## config.mk

```make
export PLATFORM = sky130hd
export DESIGN_NAME = alc_line_config
export DESIGN_NICKNAME = d
export VERILOG_FILES = /design/src/alc_pkg.sv /design/src/alc_line_config.sv
export VERILOG_INCLUDE_DIRS = /design/src /design/src/src
export SDC_FILE = /design/constraint.sdc
export NUM_CORES = 1
export LEC_CHECK = 0
export BUFFER_PORTS_ARGS = -buffer_cell sky130_fd_sc_hd__buf_2
export CAP_MARGIN = 30
export CORE_MARGIN = 5
export CORE_UTILIZATION = 55
export DETAILED_ROUTE_END_ITERATION = 6
export PLACE_DENSITY = 0.74
export SYNTH_ARGS = -nofsm -noshare
export SYNTH_HDL_FRONTEND = slang
export SYNTH_SLANG_ARGS = --single-unit
```

## constraint.sdc

```tcl
create_clock -name clk_sys -period 10.8 [get_ports clk_sys]
set_clock_uncertainty 0.1 [all_clocks]
set_input_delay 3.24 -clock clk_sys [delete_from_list [all_inputs] [get_ports clk_sys]]
set_output_delay 3.24 -clock clk_sys [all_outputs]
set_load 0.1 [all_outputs]
```

## src/alc_regs.svh

```systemverilog
/*
 line configuration constants: vector layout, field positions, timing figures.
 assumes a 100 MHz system clock.
*/
`ifndef ALC_REGS_SVH
`define ALC_REGS_SVH
`define ALC_VEC_LEN 5'd20
`define ALC_VEC_SHORT 5'd18
`define ALC_IDX_RATE 5'd0
`define ALC_IDX_MODE 5'd1
`define ALC_IDX_CHAR 5'd2
`define ALC_IDX_TMO 5'd4
`define ALC_IDX_BTX 5'd8
`define ALC_IDX_BDET 5'd9
`define ALC_HI 7:4
`define ALC_LO 3:0
`define ALC_CLK_NS 10
`define ALC_TMO_STEP_NS 100000000
`define ALC_BRK_STEP_NS 10000000
`define ALC_DATA_BITS_MIN 4'd5
`define ALC_STOP_ILLEGAL 4'h0
`define ALC_STOP_HALF_ONE 3'd2
`define ALC_DIV_0 21'd2000000
`define ALC_DIV_1 21'd1333333
`define ALC_DIV_2 21'd1000000
`define ALC_DIV_3 21'd909090
`define ALC_DIV_4 21'd743494
`define ALC_DIV_5 21'd666666
`define ALC_DIV_6 21'd500000
`define ALC_DIV_7 21'd333333
`define ALC_DIV_8 21'd166666
`define ALC_DIV_9 21'd83333
`define ALC_DIV_A 21'd55555
`define ALC_DIV_B 21'd41666
`define ALC_DIV_C 21'd27777
`define ALC_DIV_D 21'd20833
`define ALC_DIV_E 21'd13888
`define ALC_DIV_F 21'd10416
`endif

```

## src/alc_pkg.sv

```systemverilog
/*
 types shared by the line configuration block.
 assumes alc_regs.svh for the numeric constants.
*/
package alc_pkg;
typedef enum logic [1:0] {
    ALC_BRK_OFF = 2'b00,
    ALC_BRK_DATA = 2'b01,
    ALC_BRK_SEC = 2'b10,
    ALC_BRK_SEC_INV = 2'b11
} alc_brk_sel_t;
typedef struct packed {
    logic [20:0] bitDiv;
    logic [2:0] stopHalves;
    logic fullDuplex;
    logic nullDelete;
    logic [3:0] dataBits;
    logic parityEn;
    logic parityOdd;
    alc_brk_sel_t breakSel;
} alc_line_cfg_t;
typedef struct packed {
    logic cfgIllegal;
    logic cfgLenErr;
    logic rxTimeout;
    logic breakRcvd;
    logic [7:0] timeoutCount;
} alc_status_t;
endpackage

```

## src/alc_line_config.sv

```systemverilog
/*
 line configuration, received-timeout countdown and break send/detect.
 assumes control strobes come from logic on clk_sys; modem pins are asynchronous.
*/
`timescale 1ns/10ps
`default_nettype none
`include "alc_regs.svh"
// Function
// RULE1 - timeout byte counts 0.1 second steps
// RULE2 - zero timeout byte disables monitoring
// RULE3 - all-ones timeout byte gives 25.5 seconds
// RULE4 - nonzero timeout keeps running countdown in status
// RULE5 - break bytes count 10 ms steps
// RULE6 - mode low digit selects break signals
// RULE7 - value 3 uses secondary pair, inverted polarity
// RULE8 - send break inverts selected output for duration
// RULE9 - break needs continuous inversion for detect duration
// RULE10 - break detection only sets status flag
// RULE11 - vector is 20 bytes, 18 accepted
// RULE12 - rate digit selects sixteen bit rates
// RULE13 - stop digit 1/2/3, zero illegal
// RULE14 - mode high digit selects duplex, null deletion
// RULE15 - char digit gives 5 to 8 bits
// RULE16 - parity digit: none, even, odd
// RULE17 - host uses 5/6 bits for shifting
// RULE18 - settings apply after load sequence completes
// RULE19 - host zeroes vector before setting values
// RULE20 - countdown reloads on start, turnaround, character
// RULE21 - flags clear on status read, config load
// RULE22 - ticks come from system clock prescalers
// RULE23 - countdown reaching zero records timeout status
module alc_line_config #(
    parameter int TMO_TICK_CYC = `ALC_TMO_STEP_NS / `ALC_CLK_NS,
    parameter int BRK_TICK_CYC = `ALC_BRK_STEP_NS / `ALC_CLK_NS
) (
    input wire logic clk_sys,
    input wire logic reset,
    input wire logic cfgStart,
    input wire logic cfgValid,
    input wire logic [7:0] cfgData,
    input wire logic cfgDone,
    input wire logic statusRead,
    input wire logic rxStart,
    input wire logic lineTurn,
    input wire logic rxChar,
    input wire logic sendBreak,
    input wire logic txDataIn,
    input wire logic secRtsIn,
    input wire logic rxDataPin,
    input wire logic secLsdPin,
    output logic txDataPin,
    output logic secRtsPin,
    output logic rxDataSync,
    output logic breakActive,
    output alc_pkg::alc_line_cfg_t lineCfg,
    output alc_pkg::alc_status_t status
);
import alc_pkg::*;

////////////////////////////////////////////////////////////////
// vector load
logic [7:0] vec_q [0:19];
logic [4:0] vecIdx_q;
logic commit;
logic lenOk;
assign lenOk = (vecIdx_q == `ALC_VEC_LEN) || (vecIdx_q == `ALC_VEC_SHORT); // see RULE11
assign commit = cfgDone && lenOk; // see RULE18

always_ff @(posedge clk_sys or posedge reset) begin
    if (reset) begin
        vecIdx_q <= 5'd0;
    end else if (cfgStart) begin
        vecIdx_q <= 5'd0;
    end else if (cfgValid && vecIdx_q < `ALC_VEC_LEN) begin
        vecIdx_q <= vecIdx_q + 5'd1;
    end
end

always_ff @(posedge clk_sys or posedge reset) begin
    if (reset) begin
        for (int i = 0; i < 20; i++) begin
            vec_q[i] <= 8'h00;
        end
    end else if (cfgStart) begin
        for (int i = 0; i < 20; i++) begin
            vec_q[i] <= 8'h00;
        end
    end else if (cfgValid && vecIdx_q < `ALC_VEC_LEN) begin
        vec_q[vecIdx_q] <= cfgData;
    end
end

////////////////////////////////////////////////////////////////
// field decode
wire [7:0] rateByte = vec_q[`ALC_IDX_RATE];
wire [7:0] modeByte = vec_q[`ALC_IDX_MODE];
wire [7:0] charByte = vec_q[`ALC_IDX_CHAR];
logic [20:0] divSel;
always_comb begin
    unique case (rateByte[`ALC_LO]) // see RULE12
        4'h0: divSel = `ALC_DIV_0;
        4'h1: divSel = `ALC_DIV_1;
        4'h2: divSel = `ALC_DIV_2;
        4'h3: divSel = `ALC_DIV_3;
        4'h4: divSel = `ALC_DIV_4;
        4'h5: divSel = `ALC_DIV_5;
        4'h6: divSel = `ALC_DIV_6;
        4'h7: divSel = `ALC_DIV_7;
        4'h8: divSel = `ALC_DIV_8;
        4'h9: divSel = `ALC_DIV_9;
        4'ha: divSel = `ALC_DIV_A;
        4'hb: divSel = `ALC_DIV_B;
        4'hc: divSel = `ALC_DIV_C;
        4'hd: divSel = `ALC_DIV_D;
        4'he: divSel = `ALC_DIV_E;
        4'hf: divSel = `ALC_DIV_F;
    endcase
end
wire stopBad = rateByte[`ALC_HI] == `ALC_STOP_ILLEGAL; // see RULE13
wire [2:0] stopSel = stopBad ? `ALC_STOP_HALF_ONE : {1'b0, rateByte[5:4]} + 3'd1; // see RULE13
wire [3:0] bitsSel = `ALC_DATA_BITS_MIN + {2'b00, charByte[5:4]}; // see RULE15
wire parEn = charByte[0]; // see RULE16
wire parOdd = charByte[1]; // see RULE16
wire fullSel = modeByte[5]; // see RULE14
wire nullSel = modeByte[4]; // see RULE14
wire [1:0] brkSelRaw = modeByte[1:0]; // see RULE6

alc_line_cfg_t cfg_q;
logic [7:0] tmoIvl_q;
logic [7:0] btxIvl_q;
logic [7:0] bdetIvl_q;
always_ff @(posedge clk_sys or posedge reset) begin
    if (reset) begin
        cfg_q <= '0;
        tmoIvl_q <= 8'h00;
        btxIvl_q <= 8'h00;
        bdetIvl_q <= 8'h00;
    end else if (commit) begin
        cfg_q <= {divSel, stopSel, fullSel, nullSel, bitsSel, parEn, parOdd, alc_brk_sel_t'(brkSelRaw)};
        tmoIvl_q <= vec_q[`ALC_IDX_TMO]; // see RULE1
        btxIvl_q <= vec_q[`ALC_IDX_BTX]; // see RULE5
        bdetIvl_q <= vec_q[`ALC_IDX_BDET]; // see RULE5
    end
end
assign lineCfg = cfg_q;

////////////////////////////////////////////////////////////////
// pin synchronisers
logic [1:0] rxSync_q;
logic [1:0] lsdSync_q;
always_ff @(posedge clk_sys or posedge reset) begin
    if (reset) begin
        rxSync_q <= 2'b11;
        lsdSync_q <= 2'b11;
    end else begin
        rxSync_q <= {rxSync_q[0], rxDataPin};
        lsdSync_q <= {lsdSync_q[0], secLsdPin};
    end
end
assign rxDataSync = rxSync_q[1];

////////////////////////////////////////////////////////////////
// received timeout
logic [23:0] tmoPre_q;
logic [7:0] tmoCnt_q;
wire tmoEn = tmoIvl_q != 8'h00; // see RULE2
wire reload = rxStart || lineTurn || rxChar;
wire tmoTick = tmoPre_q == 24'(TMO_TICK_CYC - 1); // see RULE22
wire expire = tmoEn && !reload && tmoTick && tmoCnt_q == 8'h01; // see RULE23

always_ff @(posedge clk_sys or posedge reset) begin
    if (reset) begin
        tmoPre_q <= 24'd0;
    end else if (reload || tmoTick || !tmoEn) begin
        tmoPre_q <= 24'd0;
    end else begin
        tmoPre_q <= tmoPre_q + 24'd1;
    end
end

always_ff @(posedge clk_sys or posedge reset) begin
    if (reset) begin
        tmoCnt_q <= 8'h00;
    end else if (!tmoEn) begin
        tmoCnt_q <= 8'h00; // see RULE2
    end else if (reload) begin
        tmoCnt_q <= tmoIvl_q; // see RULE20
    end else if (tmoTick && tmoCnt_q != 8'h00) begin
        tmoCnt_q <= tmoCnt_q - 8'h01; // see RULE4
    end
end

////////////////////////////////////////////////////////////////
// break signalling
logic [23:0] btxPre_q;
logic [7:0] btxCnt_q;
wire brkSelOn = cfg_q.breakSel != ALC_BRK_OFF;
wire brkLevel = cfg_q.breakSel == ALC_BRK_SEC_INV; // see RULE7
wire btxTick = btxPre_q == 24'(BRK_TICK_CYC - 1); // see RULE22
wire btxGo = sendBreak && brkSelOn && btxIvl_q != 8'h00;
assign breakActive = btxCnt_q != 8'h00;

always_ff @(posedge clk_sys or posedge reset) begin
    if (reset) begin
        btxPre_q <= 24'd0;
        btxCnt_q <= 8'h00;
    end else if (btxGo) begin
        btxPre_q <= 24'd0;
        btxCnt_q <= btxIvl_q; // see RULE8
    end else if (btxTick) begin
        btxPre_q <= 24'd0;
        btxCnt_q <= breakActive ? btxCnt_q - 8'h01 : 8'h00;
    end else begin
        btxPre_q <= btxPre_q + 24'd1;
    end
end

wire txBrk = breakActive && cfg_q.breakSel == ALC_BRK_DATA; // see RULE6
wire rtsBrk = breakActive && cfg_q.breakSel[1]; // see RULE7
logic txPin_q;
logic rtsPin_q;
always_ff @(posedge clk_sys or posedge reset) begin
    if (reset) begin
        txPin_q <= 1'b1;
        rtsPin_q <= 1'b0;
    end else begin
        txPin_q <= txBrk ? 1'b0 : txDataIn; // see RULE8
        rtsPin_q <= rtsBrk ? brkLevel : secRtsIn; // see RULE8
    end
end
assign txDataPin = txPin_q;
assign secRtsPin = rtsPin_q;

wire detIn = cfg_q.breakSel == ALC_BRK_DATA ? rxSync_q[1] : lsdSync_q[1];
wire inverted = brkSelOn && detIn == brkLevel; // see RULE9
logic [23:0] detPre_q;
logic [7:0] detCnt_q;
logic detDone_q;
wire detTick = detPre_q == 24'(BRK_TICK_CYC - 1);
wire detHit = inverted && bdetIvl_q != 8'h00 && detCnt_q >= bdetIvl_q && !detDone_q; // see RULE9

always_ff @(posedge clk_sys or posedge reset) begin
    if (reset) begin
        detPre_q <= 24'd0;
        detCnt_q <= 8'h00;
        detDone_q <= 1'b0;
    end else if (!inverted) begin
        detPre_q <= 24'd0; // see RULE9
        detCnt_q <= 8'h00;
        detDone_q <= 1'b0;
    end else begin
        detPre_q <= detTick ? 24'd0 : detPre_q + 24'd1;
        detCnt_q <= (detTick && detCnt_q != 8'hff) ? detCnt_q + 8'h01 : detCnt_q;
        detDone_q <= detDone_q || detHit;
    end
end

////////////////////////////////////////////////////////////////
// status flags, set wins over clear
logic brkFlag_q;
logic tmoFlag_q;
logic illFlag_q;
logic lenFlag_q;
wire flagClr = statusRead || commit; // see RULE21
always_ff @(posedge clk_sys or posedge reset) begin
    if (reset) begin
        brkFlag_q <= 1'b0;
        tmoFlag_q <= 1'b0;
        illFlag_q <= 1'b0;
        lenFlag_q <= 1'b0;
    end else begin
        brkFlag_q <= detHit || (brkFlag_q && !flagClr); // see RULE10
        tmoFlag_q <= expire || (tmoFlag_q && !flagClr); // see RULE23
        illFlag_q <= (commit && stopBad) || (illFlag_q && !flagClr); // see RULE13
        lenFlag_q <= (cfgDone && !lenOk) || (lenFlag_q && !flagClr); // see RULE11
    end
end
assign status = {illFlag_q, lenFlag_q, tmoFlag_q, brkFlag_q, tmoCnt_q};

////////////////////////////////////////////////////////////////
// checks
property p_tmo_off;
    @(posedge clk_sys) disable iff (reset)
    (tmoIvl_q == 8'h00) |=> (tmoCnt_q == 8'h00);
endproperty
a_tmo_off: assert property (p_tmo_off) else $error("countdown runs while disabled"); // see RULE2

property p_reload;
    @(posedge clk_sys) disable iff (reset)
    (reload && tmoEn && !commit) |=> (tmoCnt_q == $past(tmoIvl_q));
endproperty
a_reload: assert property (p_reload) else $error("countdown not reloaded"); // see RULE20

property p_count;
    @(posedge clk_sys) disable iff (reset)
    (tmoTick && tmoEn && !reload && tmoCnt_q != 8'h00 && !commit) |=> (tmoCnt_q == $past(tmoCnt_q) - 8'h01);
endproperty
a_count: assert property (p_count) else $error("countdown step wrong"); // see RULE4

property p_expire;
    @(posedge clk_sys) disable iff (reset)
    expire |=> (tmoFlag_q && tmoCnt_q == 8'h00);
endproperty
a_expire: assert property (p_expire) else $error("timeout not recorded"); // see RULE23

property p_brk_tx;
    @(posedge clk_sys) disable iff (reset)
    (btxGo && cfg_q.breakSel == ALC_BRK_DATA && !commit) |=> ##1 (txDataPin == 1'b0);
endproperty
a_brk_tx: assert property (p_brk_tx) else $error("break not driven"); // see RULE8

property p_brk_pol;
    @(posedge clk_sys) disable iff (reset)
    (rtsBrk) |=> (secRtsPin == $past(brkLevel));
endproperty
a_brk_pol: assert property (p_brk_pol) else $error("break polarity wrong"); // see RULE7

property p_brk_det;
    @(posedge clk_sys) disable iff (reset)
    ($rose(brkFlag_q)) |-> ($past(inverted) && $past(detCnt_q) >= $past(bdetIvl_q));
endproperty
a_brk_det: assert property (p_brk_det) else $error("break flag without long inversion"); // see RULE9

property p_clr;
    @(posedge clk_sys) disable iff (reset)
    (statusRead && !detHit) |=> !brkFlag_q;
endproperty
a_clr: assert property (p_clr) else $error("flag survived status read"); // see RULE21

property p_stop_ill;
    @(posedge clk_sys) disable iff (reset)
    (commit && stopBad) |=> (illFlag_q && lineCfg.stopHalves == `ALC_STOP_HALF_ONE);
endproperty
a_stop_ill: assert property (p_stop_ill) else $error("illegal stop digit missed"); // see RULE13

property p_bits;
    @(posedge clk_sys) disable iff (reset)
    commit |=> (lineCfg.dataBits == `ALC_DATA_BITS_MIN + {2'b00, $past(charByte[5:4])});
endproperty
a_bits: assert property (p_bits) else $error("data length wrong"); // see RULE15

endmodule // alc_line_config
`default_nettype wire

```

==> Word-level counts from Yosys, hierarchy flattened <==
Memories as Yosys holds them, arrays and structs flattened. A register that Yosys moved wholly into a read port is not among the register bits.
Cells that the tools add are included.
{ "op_classes": {"shifts": 0, "reduce_logical": 47, "muxes": 25, "addsub": 9, "n_div": 0, "n_mul": 0, "bitwise": 1, "n_eq_ne": 12, "order_cmp": 4} }
{ "op_table": {"columns": ["op", "count"], "rows": [
  ["$mux 160", 2],
  ["$bwmux 160", 1],
  ["$mux 24", 5],
  ["$add 24x1->24 const B", 3],
  ["$mux 8", 9],
  ["$eq 24x20->1 const B", 2],
  ["$demux 8 s5", 1],
  ["$reduce_bool 8->1", 5],
  ["$eq 24x24->1 const B", 1],
  ["$logic_and 1x1->1", 22],
  ["$sub 8x1->8 const B", 2],
  ["$logic_or 1x1->1", 11],
  ["$eq 5x5->1 const B", 2],
  ["$mux 5", 2],
  ["$add 8x1->8 const B", 1],
  ["$eq 8x1->1 const B", 1],
  ["$ge 8x8->1", 1],
  ["$ne 8x8->1 const B", 1],
  ["$ge 6x6->1 const B", 1],
  ["$lt 6x1->1 const B", 1],
  ["$not 5->6", 1],
  ["$reduce_bool 2->1", 3],
  ["$add 5x1->5 const B", 1],
  ["$logic_not 1->1", 5],
  ["other kinds (11)", 14]
]} }
{ "totals": {"out_inout_bits": 50, "n_memories": 1, "ram_bits": 0, "latch_bits": 0, "elab_cells": 145, "ff_bits": 309, "mem_bits_ro": 336} }
{ "memory_table": {"columns": ["name", "words", "width", "rd", "rd_clocked_by_memory_dff", "wr", "line", "source"], "rows": [
  ["(no name shown)", 16, 21, 1, 1, 0, "alc_line_config.sv:100", "unique case (rateByte[`ALC_LO])"]
]} }

==> Longest topological paths before layout <==
{ "logic_depth": {"depth_word": 9, "depth_mapped": 8} }

==> Worst setup path before layout <==
Ideal clock, no wire load.
{ "synth_path": {"path_kind": "register -> output", "start": "register btxCnt_q[3]", "end": "output port breakActive", "path_stages_with_launch": 5, "required_ns": 7.460, "setup_slack_ns": 5.921, "n_path_buf": 1, "arrival_ns": 1.539, "cell_sequence": "dfrtp_1 > nor3_2 > and3_1 > clkbuf_1 > inv_1"} }
{ "synth_between": {"elab_chain_len": 1} }
{ "synth_rtl": {"columns": ["element", "line", "source"], "rows": [
  ["from (decl)", "alc_line_config.sv:196", "logic [7:0] btxCnt_q;"],
  ["from (signal assigned)", "alc_line_config.sv:209", "btxCnt_q <= btxIvl_q;"],
  ["from (signal assigned)", "alc_line_config.sv:212", "btxCnt_q <= breakActive ? btxCnt_q - 8'h01 : 8'h00;"],
  ["$reduce_bool 8->1", "alc_line_config.sv:201", "assign breakActive = btxCnt_q != 8'h00;"],
  ["to (decl)", "alc_line_config.sv:54", "output logic breakActive,"]
]} }
Every way passes these cells.

==> Worst setup path after layout <==
Same ends and word-level chain as after synthesis.

==> out/summary.md <==
The die is 146 um tall. The logs give 0 for the initial antenna violation count and 1.30 mW for the internal portion of total power. Routability-driven placement finished with a final weighted congestion of 0.845.

Yosys printed 0 warnings. The fraction of post-synthesis cell area in the top cell type by area works out to 50.7%. The clock passes through at most 3 buffers. The signal on the critical path passes through nor3_2 > and3_1 > inv_1 > buf_2. The layout has 1,468 filler cells. Once the clock tree was built, the setup fixing pass inserted 0 buffers. Area of the core region: 18,000 sq um. The logs give 56.1% for the starting utilization of the core area and 47.2% for the clock power share. Setup repair after global routing left no endpoint under its margin.

The total detailed-routing wirelength was 20,700 um; the post-synthesis sequential element count was 210. The clock net in this run drives a total of 210 sinks. The maximum operating frequency came out at 183 MHz. The tightest min-delay check is of the register to register type. Die width: 146 um. The tool flagged a number of max-cap violations equal to 0.

The slew at the pin closest to its max-slew limit was 0.929 ns; the number of failing hold endpoints at the final stage was 0. Setup violations remaining at the end of the flow were counted as 0. During I/O placement, the number of pins put on the boundary was 72.

After floorplanning, the core was divided into 49 placement rows. Kind of critical path: register to output pin. At the worst endpoint, the required time is 7.46 ns. The total clock buffers created by CTS came out at 24. The count of TritonRoute iterations in the first routing pass was 6; the final-layout setup total negative slack was 0 ns. The run gives 1 as the deepest level of the CTS H-tree.

The run gives 52.0% as the sequential-to-total area share from yosys stat. The run gives 0.161 mV as the highest ir drop seen on vdd. Buffers inserted to repair hold after CTS numbered 0. The finished layout holds 1,350 standard cells, fillers aside. In the final routed layout, each cell accounts on average for 15.3 um.

The total overflow left after global routing is 0. The share of total power dissipated in combinational logic is 4.8%. The clock transition at the registers of the reported paths is 0.06 ns. The largest total area in the synthesized netlist belongs to dfrtp_1.

Most common flop cell mapped by yosys: dfrtp_1. The via count of the first global-routing pass is 7,308, and the fraction of final layout cells sized beyond drive strength 1 is 12.4%. The run finished with clean final reports.

The final route contains 7,374 vias. The worst pin sits at a relative slew slack of 38.0%. For this run, design rule violations remaining after detail routing come to 0. In this run the power spent charging and discharging nets is 379 uW. The wire length of the first global-routing pass is 35,800 um. Synthesis produced a netlist with a net count of 1,098. The static leakage power was 5.45 nW. The post-placement worst setup slack is 5.27 ns, and the count of flip-flops with a built-in enable after synthesis is 0. The number of instances in the synthesized netlist came out at 1,048.

Detailed placement ended at an HPWL of 13,900 um. The peak fanout along the critical path was 9. After layout, the minimum clock period comes to 5.46 ns.

The final number of max-transition violations is 0, and the total power divided by cell area is 147 nW/um^2. The area growth from synthesis to layout is 13.0%. The critical path's largest stage delay came out at 0.42 ns. STA classifies the critical path startpoint as a register.

Entering global routing, the biggest net connects 127 pins. The share of synthesized registers carrying an async set or reset is 100%, and the count of buffers inserted at the top-level ports is 71. The floorplan step defined a die boundary enclosing 21,200 sq um. Dividing the final minimum period by the clock period gives 50.5%. Counting tap cells, the placed design contains a total of 1,308 instances.

The final antenna-violating net count is 0. The mean area per synthesized cell works out to 9.65 sq um. The number of distinct library cells after synthesis was 63; the worst path buffer plus inverter count was 2. The repair_antennas step left the layout with diodes totalling 0. The proportion of total power due to net switching works out to 22.5%.

The minimum setup slack in the final design was 5.34 ns. The tree is rooted in a clkbuf_16. The number of vias per cell after detailed routing was 5.46. TritonCTS built the clock tree. Element type at the critical path end: an output pin.

Among all stages on the critical path, the largest delay is contributed by and3_1. The cell type group with the largest total delay on the critical path was simple AND/OR/NAND/NOR gates. The source-to-sink clock delay at the later pin of the worst-skew pair is 0.51 ns, and the total routing resource utilization after global routing is 19.7%. In this run, the number of DRC markers left after iteration 0 of detailed routing was 537.

By area the synthesized netlist is led by dfrtp_1 (51%), nor2_1 (6.0%), nand2_1 (5.8%), mux2i_1 (4.7%), xor2_1 (3.6%). The net count of the finished layout is 1,155. At the worst endpoint, the arrival time is 2.12 ns. The cell area that synthesis handed to floorplanning was 10,100 sq um. The run gives 48.0% as the power share of the sequential group. Gates resized during post-CTS repair numbered 0.
cell type report:
cell class / instances / area (sq um) / share of cell area (%)
inverters: 31 / 124 / 1.08
clock buffers: 36 / 717 / 6.28
multi-input cells: 761 / 4540 / 39.7
clock inverters: 6 / 65.1 / 0.569
repair buffers: 77 / 433 / 3.79
flip-flops and latches: 210 / 5260 / 46.1
well taps: 229 / 287 / 2.51
Yosys cell counts (5+ instances only):
cell / n
or3_1: 11
nor3b_1: 5
a21oi_1: 22
and4_1: 6
a21o_1: 6
nor2_1: 161
xnor2_1: 29
nor3_1: 18
nor2b_1: 8
nand4_1: 17
o21ai_0: 26
nand3_1: 42
nor4_1: 10
a31oi_1: 5
mux2i_1: 47
clkbuf_1: 30
ha_1: 28
o21ai_1: 26
buf_2: 11
dfrtp_1: 205
nand2b_1: 8
and3_1: 20
inv_1: 31
xor2_1: 42
nand2_1: 157
dfstp_2: 5
metrics by stage:
step | utilization, % | power [mW] | instance area (sq um) | hold slack, ns
after floorplan | - | 0.877 | 10100 | 0.245
after global placement | 58.8 | 0.899 | 10600 | 0.246
after detailed placement | 59.0 | 0.903 | 10600 | 0.247
after CTS | 63.4 | 1.70 | 11400 | 0.256
after global routing | 63.4 | 1.75 | 11400 | 0.263
final | 63.4 | 1.68 | 11400 | 0.255
kinds of logic after synthesis:
kind of cell	after synthesis	synth area share [%]
multiplexers	51	5.10
XOR/XNOR	71	6.15
buffers and inverters	77	3.14
AND/OR/NAND/NOR	491	22.8
flip-flops	210	52.0
adder cells (fa/ha/maj)	28	3.46
AO/OA/AOI/OAI	120	7.26
routing by layer:
layer / up-vias / track usage (%) / routed length, um
met5: - / 0 / 0
met4: 0 / 4.43 / 375
met3: 29 / 3.21 / 635
met2: 103 / 34.7 / 10600
met1: 3572 / 25.9 / 9150
li1: 3670 / - / -
cells in the final DEF, fill, tap and decap left out, drive strengths merged, types with 13 or more instances in the layout:
cell type	n
dfrtp	205
nor2	163
nand2	158
buf	77
o21ai	53
mux2i	47
nand3	43
xor2	42
clkbuf	36
inv	32
xnor2	29
ha	28
a21oi	22
nor3	21
and3	20
nand4	17
or3	13
flip-flops by register name (all words and copies together) (netlist names), 2 cells and up:
register,flops
detPre_q,24
lsdSync_q,2
vec_q,24
rateByte,8
detCnt_q,8
btxCnt_q,8
tmoPre_q,24
tmoCnt_q,8
btxIvl_q,8
modeByte,4
vecIdx_q,5
bdetIvl_q,8
tmoIvl_q,8
lineCfg,34
charByte,4
btxPre_q,24
rxSync_q,2
final timing paths:
kind,startpoint,slack [ns],end,depth (start not counted)
min,lsdSync_q[0],0.26,lsdSync_q[1],0
min in group asynchronous,reset,2.59,tmoPre_q[16],2
max,btxCnt_q[3],5.34,breakActive,4
max in group asynchronous,reset,6.46,vec_q[90],4
min reg2reg,lsdSync_q[0],0.26,lsdSync_q[1],0
max reg2reg,vecIdx_q[0],8.11,brkFlag_q,7
power groups by stage:
| stage | logic [mW] | clock network (mW) | registers [mW] |
|---|---|---|---|
| 3_3_place_gp | 0.0789 | 0 | 0.821 |
| 3_5_place_dp | 0.0816 | 0 | 0.821 |
| 2_1_floorplan | 0.0590 | 0 | 0.818 |
| 6_report | 0.0799 | 0.793 | 0.807 |
| 5_1_grt | 0.0920 | 0.846 | 0.808 |
| 4_1_cts | 0.0822 | 0.808 | 0.807 |
Note: power is estimated with default switching activity, not from simulation.
